[config.mk]
export PLATFORM = sky130hd
export DESIGN_NAME = ure_regs
export DESIGN_NICKNAME = d
export VERILOG_FILES = /design/src/rtl/ure_pkg.sv /design/src/rtl/ure_lfps_timer.sv /design/src/rtl/ure_regs.sv
export SDC_FILE = /design/constraint.sdc
export NUM_CORES = 1
export LEC_CHECK = 0
export BUFFER_PORTS_ARGS = -buffer_cell sky130_fd_sc_hd__buf_2
export CAP_MARGIN = 20
export CELL_PAD_IN_SITES_DETAIL_PLACEMENT = 1
export CELL_PAD_IN_SITES_GLOBAL_PLACEMENT = 2
export CORE_UTILIZATION = 34
export CTS_BUF_LIST = sky130_fd_sc_hd__clkbuf_8
export DETAILED_ROUTE_END_ITERATION = 10
export PLACE_DENSITY_LB_ADDON = 0.05
export SYNTH_ARGS = -nofsm -noshare
export SYNTH_HDL_FRONTEND = slang
export SYNTH_SLANG_ARGS = --single-unit
[constraint.sdc]
create_clock -name clk -period 3.6 [get_ports clk]
set_input_delay 0.18 -clock clk [delete_from_list [all_inputs] [get_ports clk]]
set_output_delay 0.18 -clock clk [all_outputs]
set_load 0.02 [all_outputs]
[src/rtl/ure_pkg.sv]
// Contract
// bits 7:4 of register downstream_rx_eq_select hold the level used by the second downstream receiver.
// bits 3:0 of register downstream_rx_eq_select hold the level used by the first downstream receiver.
// with override clear, each level field reads back the value sampled from its pins.
// with override set, a software write to a level field changes the level applied by its receiver.
// bits 3:0 of register upstream_rx_eq_select select the upstream receiver level, bits 7:4 are reserved read-only.
// bit 7 of register link_power_compliance_ctrl is a hardware flag, 1 while in compliance mode.
// bit 6 of register link_power_compliance_ctrl clear forces level zero during lfps, set applies the selected levels.
// bit 5 of register link_power_compliance_ctrl set demands lfps persist 200us before low power exit, clear exits at once.
// bit 4 of register link_power_compliance_ctrl set stops receiver detection in u2 and u3.
// bits 3:2 of register link_power_compliance_ctrl choose the detect interval, 00 is 8 ms and 01 is 12 ms, others reserved.
// compliance code 00 leaves entry to the link state machine, code 11 never enters.
// compliance code 01 forces the upstream to downstream direction, code 10 the reverse one.
// registers downstream_rx_eq_select, upstream_rx_eq_select and link_power_compliance_ctrl reset to all zeros.
// software sets the override bit before writing level values it wants applied.
// reserved bits read zero and writes to them or to read-only bits are ignored.
package ure_pkg;
  localparam logic [7:0] ADDR_DOWN_EQ = 8'h20;
  localparam logic [7:0] ADDR_UP_EQ = 8'h21;
  localparam logic [7:0] ADDR_LINK_CTRL = 8'h22;
  localparam logic [7:0] RESET_VALUE = 8'h00;
  localparam int SECOND_LSB = 4;
  localparam int FIRST_LSB = 0;
  localparam int UP_LSB = 0;
  localparam int CM_BIT = 7;
  localparam int LFPS_APPLY_BIT = 6;
  localparam int DEBOUNCE_BIT = 5;
  localparam int DETECT_OFF_BIT = 4;
  localparam int PERIOD_LSB = 2;
  localparam int FORCE_LSB = 0;
  localparam logic [7:0] LINK_WRITE_MASK = 8'h7f;
  localparam logic [7:0] UP_WRITE_MASK = 8'h0f;
  localparam int CLK_HZ = 20000000;
  localparam int DEBOUNCE_US = 200;
  localparam int DEBOUNCE_CYCLES = DEBOUNCE_US * (CLK_HZ / 1000000);
  localparam int PERIOD_8_MS = 8;
  localparam int PERIOD_12_MS = 12;
  localparam int PERIOD_8_CYCLES = PERIOD_8_MS * (CLK_HZ / 1000);
  localparam int PERIOD_12_CYCLES = PERIOD_12_MS * (CLK_HZ / 1000);
  localparam logic [1:0] FORCE_AUTO = 2'h0;
  localparam logic [1:0] FORCE_DOWN_DIR = 2'h1;
  localparam logic [1:0] FORCE_UP_DIR = 2'h2;
  localparam logic [1:0] FORCE_NEVER = 2'h3;

  typedef struct packed {
    logic [3:0] second_rx_level_sel;
    logic [3:0] first_rx_level_sel;
    logic [3:0] upstream_rx_level_sel;
  } ure_levels_t;

  typedef struct packed {
    logic wr;
    logic rd;
    logic [7:0] addr;
    logic [7:0] wdata;
  } ure_req_t;
endpackage : ure_pkg

[src/rtl/ure_lfps_timer.sv]
`timescale 1ns/10ps
module ure_lfps_timer #(
  parameter int unsigned DEBOUNCE = ure_pkg::DEBOUNCE_CYCLES
) (
  // clock and reset
  input wire logic clk,
  input wire logic rst,
  // control
  input wire logic debounce_on,
  input wire logic lfps_seen,
  // result
  output logic exit_ok
);
  import ure_pkg::*;
  logic [31:0] count;
  logic [31:0] next_count;

  // counter restarts on any gap in lfps
  assign next_count = !lfps_seen ? 32'h0 : (count == DEBOUNCE ? count : count + 32'h1);

  always_ff @(posedge clk or posedge rst)
  begin
    if (rst)
      count <= 32'h0;
    else
      count <= next_count;
  end

  assign exit_ok = lfps_seen && (!debounce_on || count == DEBOUNCE);
endmodule : ure_lfps_timer

[src/rtl/ure_regs.sv]
`timescale 1ns/10ps
module ure_regs #(
  parameter int unsigned DEBOUNCE = ure_pkg::DEBOUNCE_CYCLES,
  parameter int unsigned PERIOD_8 = ure_pkg::PERIOD_8_CYCLES,
  parameter int unsigned PERIOD_12 = ure_pkg::PERIOD_12_CYCLES
) (
  // clock and reset
  input wire logic clk,
  input wire logic rst,
  // register access from the configuration port
  input wire ure_pkg::ure_req_t req,
  output logic [7:0] rdata,
  // override, software sets it first
  input wire logic soft_level_override,
  // level pins, asynchronous
  input wire logic [1:0] downstream_level_pins,
  input wire logic [1:0] upstream_level_pins,
  // link side, asynchronous
  input wire logic lfps_active,
  input wire logic low_power_state,
  input wire logic fsm_compliance_req,
  // equalizer and link controls
  output ure_pkg::ure_levels_t applied_levels,
  output logic low_power_exit,
  output logic detect_pulse,
  output logic compliance_active_flag,
  output logic force_down_dir,
  output logic force_up_dir
);
  import ure_pkg::*;

  logic [7:0] down_eq;
  logic [7:0] up_eq;
  logic [7:0] link_ctrl;
  logic [1:0] dpin_s1, dpin_s2, upin_s1, upin_s2;
  logic [2:0] link_s1, link_s2;
  logic [31:0] period_count;
  logic [7:0] down_read;
  logic [7:0] up_read;
  logic [7:0] link_read;
  logic [3:0] pin_down_level;
  logic [3:0] pin_up_level;
  logic wr_down, wr_up, wr_link;
  logic lfps_s, lowp_s, fsm_cm_s;
  logic detect_allowed;
  logic [31:0] period_limit;
  logic cm_now;
  ure_levels_t sel_levels;

  // pins are asynchronous straps, double flopped
  always_ff @(posedge clk or posedge rst)
  begin
    if (rst)
    begin
      dpin_s1 <= 2'h0;
      dpin_s2 <= 2'h0;
      upin_s1 <= 2'h0;
      upin_s2 <= 2'h0;
      link_s1 <= 3'h0;
      link_s2 <= 3'h0;
    end
    else
    begin
      dpin_s1 <= downstream_level_pins;
      dpin_s2 <= dpin_s1;
      upin_s1 <= upstream_level_pins;
      upin_s2 <= upin_s1;
      link_s1 <= {lfps_active, low_power_state, fsm_compliance_req};
      link_s2 <= link_s1;
    end
  end

  assign lfps_s = link_s2[2];
  assign lowp_s = link_s2[1];
  assign fsm_cm_s = link_s2[0];

  // two pins expand to a four-bit level; spread keeps the step even
  assign pin_down_level = {dpin_s2, dpin_s2};
  assign pin_up_level = {upin_s2, upin_s2};

  assign wr_down = req.wr && req.addr == ADDR_DOWN_EQ;
  assign wr_up = req.wr && req.addr == ADDR_UP_EQ;
  assign wr_link = req.wr && req.addr == ADDR_LINK_CTRL;

  // writes land only while override is set; without it the pins win
  always_ff @(posedge clk or posedge rst)
  begin
    if (rst)
      down_eq <= RESET_VALUE;
    else if (!soft_level_override)
      down_eq <= {pin_down_level, pin_down_level};
    else if (wr_down)
      down_eq <= req.wdata;
  end

  always_ff @(posedge clk or posedge rst)
  begin
    if (rst)
      up_eq <= RESET_VALUE;
    else if (!soft_level_override)
      up_eq <= {4'h0, pin_up_level};
    else if (wr_up)
      up_eq <= req.wdata & UP_WRITE_MASK;
  end

  // flag bit is never written from software
  always_ff @(posedge clk or posedge rst)
  begin
    if (rst)
      link_ctrl <= RESET_VALUE;
    else if (wr_link)
      link_ctrl <= req.wdata & LINK_WRITE_MASK;
  end

  // compliance decision
  assign cm_now = (link_ctrl[FORCE_LSB +: 2] == FORCE_AUTO) ? fsm_cm_s :
                  (link_ctrl[FORCE_LSB +: 2] != FORCE_NEVER);
  assign force_down_dir = link_ctrl[FORCE_LSB +: 2] == FORCE_DOWN_DIR;
  assign force_up_dir = link_ctrl[FORCE_LSB +: 2] == FORCE_UP_DIR;

  always_ff @(posedge clk or posedge rst)
  begin
    if (rst)
      compliance_active_flag <= 1'b0;
    else
      compliance_active_flag <= cm_now;
  end

  // read mux, reserved bits come back zero
  assign down_read = down_eq;
  assign up_read = {4'h0, up_eq[UP_LSB +: 4]};
  assign link_read = {compliance_active_flag, link_ctrl[6:0]};
  always_ff @(posedge clk or posedge rst)
  begin
    if (rst)
      rdata <= 8'h00;
    else if (req.rd)
      rdata <= (req.addr == ADDR_DOWN_EQ) ? down_read :
               (req.addr == ADDR_UP_EQ) ? up_read :
               (req.addr == ADDR_LINK_CTRL) ? link_read : 8'h00;
  end

  // levels applied to the receivers
  assign sel_levels.second_rx_level_sel = down_eq[SECOND_LSB +: 4];
  assign sel_levels.first_rx_level_sel = down_eq[FIRST_LSB +: 4];
  assign sel_levels.upstream_rx_level_sel = up_eq[UP_LSB +: 4];
  always_ff @(posedge clk or posedge rst)
  begin
    if (rst)
      applied_levels <= '0;
    else if (lfps_s && !link_ctrl[LFPS_APPLY_BIT])
      applied_levels <= '0;
    else
      applied_levels <= sel_levels;
  end

  // low power exit with optional debounce
  logic exit_ok;
  ure_lfps_timer #(
    .DEBOUNCE(DEBOUNCE)
  ) u_timer (
    .clk(clk),
    .rst(rst),
    .debounce_on(link_ctrl[DEBOUNCE_BIT]),
    .lfps_seen(lfps_s && lowp_s),
    .exit_ok(exit_ok)
  );
  always_ff @(posedge clk or posedge rst)
  begin
    if (rst)
      low_power_exit <= 1'b0;
    else
      low_power_exit <= exit_ok;
  end

  // receiver detect timer; reserved codes fall back to 12 ms
  assign period_limit = (link_ctrl[PERIOD_LSB +: 2] == 2'h0) ? PERIOD_8 : PERIOD_12;
  assign detect_allowed = !(lowp_s && link_ctrl[DETECT_OFF_BIT]);
  always_ff @(posedge clk or posedge rst)
  begin
    if (rst)
    begin
      period_count <= 32'h0;
      detect_pulse <= 1'b0;
    end
    else
    begin
      detect_pulse <= 1'b0;
      if (period_count >= period_limit - 32'h1)
      begin
        period_count <= 32'h0;
        detect_pulse <= detect_allowed;
      end
      else
        period_count <= period_count + 32'h1;
    end
  end
endmodule : ure_regs

==> metrics.md <==
| Metric | Value |
|---|---|
| Top post-synthesis cells by area | dfrtp_1 (57%), nor2_1 (4.9%), xnor2_1 (3.8%) |
| Clock slew at reported path FFs | 70 ps |
| Num CTS Buffers | 17 |
| Maximum root-to-sink buffer count | 2 |
| Row count | 45 |
| Clk_skew | 13.2 ps |
| HP Class | input pin to flip-flop |
| Nets | just over 600 |
| Slowest stage delay, CP | slightly below 600 ps |
| First-pass DRT Iterations | 4 |
| Placed wire-length estimate | a little over 9 mm |
| Status | finished clean |
| CTS tree | yes |
| Final Hold Fails | 0 |
| Final WS setup | about 990 ps |
| Gr usage total | 0.180 |
| Startpoint Class | flip-flop |
| Worst Path Max Fanout | 20 |
| Die area | roughly 16,000 sq um |
| Slowest stage cell, crit path | nand3_1 |
| Post-synthesis sequential area ratio | 0.568 |
| Core ar. | ~15,000 sq um |
| # port buffers | 52 |
| Ant. Diodes | 0 |
| Die H | about 130 um |
| Initial Util | 0.348 |
| TNS Setup | 0 ps |
| Clock Sinks | 120 |
| Synth-to-Final Area Change | 20.5% |
| Worst endpoint data arrival time | 2970 ps |
| H-tree depth reported by CTS | 4 |
| Register area | roughly 3000 sq um |
| Via Count | between 3,000 and 4,000 |
| Post-synth EDFFs | 0 |
| Area after DPL | between 5000 and 6000 sq um |
| Post-Syn Area | between 5000 and 6000 sq um |
| Die width | between 100 and 150 um |
| Initial DRC count | about 160 |
| Worst Max-Slew Pin Slew | 894 ps |
| Place WS | between 1000 and 1500 ps |
| Root Driver | clkbuf_8 |
| Setup-failing EPs final | 0 |
| Setup crit end kind | flip-flop |
| Synth cell types | 46 |
| Vias/cell | ~5 |
| Post-synth ARST share | 1.00 |
| Worst IR Drop VDD | 0.303 mV |
| Ys Warns | 0 |
| Final Instance Area | 6370 sq um |
| Synth top area share | 0.568 |
| Req. time, crit path | 3960 ps |
| Resize count post-CTS | 0 |
| Max cap viols | 0 |
| Share of cells above drive strength 1 | 0.182 |
| I/O pin total | 53 |
| RSZ-0062 raised after global routing | false |
| Worst skew pair latency | approximately 440 ps |
| Slew Limit Fails | 0 |
| Slew HR | 0.398 |
| Yosys reg bits | between 100 and 150 |
| Cells after synthesis | slightly below 500 |
| Placer Congestion | 0.761 |
| Antenna violations before repair | 0 |
| CP cell instances | nor2_1, inv_1, ha_1, nand3_1, nor4b_1, o211ai_1, nand3_1, a21boi_1 |
| Critical path class | flip-flop to flip-flop |
| Final WL | around 13 mm |
| Dominant cell type by area after synthesis | dfrtp_1 |
| Final cycle utilization of the critical path | 0.725 |
| Residual DRC | 0 |
| Commonest non-fill, non-tap cell in the layout | dfrtp_1 |
| Largest net degree at the start of global routing | roughly 90 |
| Pwr dens | ~470 nW/um^2 |
| Wire per inst | approximately 17 um |
| Total Power | approximately 3 mW |
| Commonest cells after routing, fill and taps aside | dfrtp_1 (120), nor2_1 (69), buf_2 (52) |
| Fin Hold WS | between 40 and 50 ps |
| Min cycle time layout | around 2600 ps |
| Fmax | 0.383 GHz |
| Top FF cell, synth | dfrtp_1 |
| Post-Place Cells | around 730 |
| First-pass GRT wire length | approximately 22 mm |
| Final non-filler cell total | between 700 and 800 |
| Vias in the first global route | roughly 4,200 |
| Static Leak | ~2.8 nW |
| Area of the multi-input gates | approximately 2200 sq um |
| Post-route ant nets | 0 |
| Filler Cells Inserted | 1,706 |
| Final core occ | 0.419 |
| Total gr overflow | 0 |
| CP most frequent cell | nand3_1 |
| Mean Syn Cell Area | about 11 sq um |
cells in the mapped netlist (6+ instances only):
cell      number
a21oi_1       30
and2_1        15
clkbuf_1      10
dfrtp_1      120
ha_1           6
inv_1         26
mux2_2         7
mux2i_1       11
nand2_1       20
nand3_1       26
nand4_1       10
nor2_1        69
nor3_1        10
nor4_1        10
o21ai_0        9
o22ai_1        8
or3_1         11
xnor2_1       23
xor2_1        16
final timing paths:
check	end	cells after the start	slack (ps)	start
worst max-delay path	detect_pulse	8	990	link_ctrl[3]
worst min-delay path	link_ctrl[0]	2	50	req[0]
worst max register to register	detect_pulse	8	990	link_ctrl[3]
worst min register to register	link_s2[0]	0	360	link_s1[0]
max in group asynchronous	period_count[17]	4	2780	rst
min in group asynchronous	u_timer.count[7]	3	200	rst
worst max-delay path, delay by kind of cell (launching register included):
family / cells / cell delay (ps)
and+or+nand+nor: 4 / 1250
DFF: 1 / 390
AOI/OAI and AO/OA: 2 / 380
adders and majority gates: 1 / 340
buffers and inverters: 1 / 190
kinds of logic after synthesis:
kind of cell             Yosys count  synth area share
AND/OR/NAND/NOR                  208             0.216
flip-flops                       120             0.568
AO/OA/AOI/OAI                     60            0.0677
buffers and inverters             42            0.0322
XOR/XNOR                          39            0.0646
multiplexers                      18            0.0358
adder cells (fa/ha/maj)            6            0.0142
other                              1          0.000710
area by class of cell:
cell class / count / share of cell area
clock buffer: 18 / 0.0389
clock inverter: 14 / 0.0324
inverter: 26 / 0.0157
multi-input combinational: 344 / 0.339
sequential: 120 / 0.472
tap: 188 / 0.0369
timing repair buffer: 67 / 0.0660
power breakdown:
part	internal, mW	total, mW	switching (mW)
Combinational	0.0704	0.189	0.119
Clock	0.835	1.40	0.560
Sequential	1.40	1.42	0.0267
layer usage:
metal / global-route usage / vias to the layer above / share of wire
met4: 0.0483 / 0 / 0.0093
met3: 0.0502 / 12 / 0.031
met5: 0 / - / 0
met1: 0.235 / 1975 / 0.48
li1: - / 1856 / -
met2: 0.296 / 47 / 0.48
sequential cells by signal, summed over array words and instances, names as in the netlist, 3 cells and up:
signal	cells
down_eq	8
up_eq	4
applied_levels	12
link_ctrl	7
link_s1	3
period_count	32
link_s2	3
rdata	8
u_timer.count	32
repair_timing:
| item | 4_1_cts | 5_1_grt |
|---|---|---|
| hold buffers | 9 | 2 |
| hold endpoints to repair | 9 | 61 |
| buffers inserted | 0 | 0 |
(Power assumes the default switching activity.)
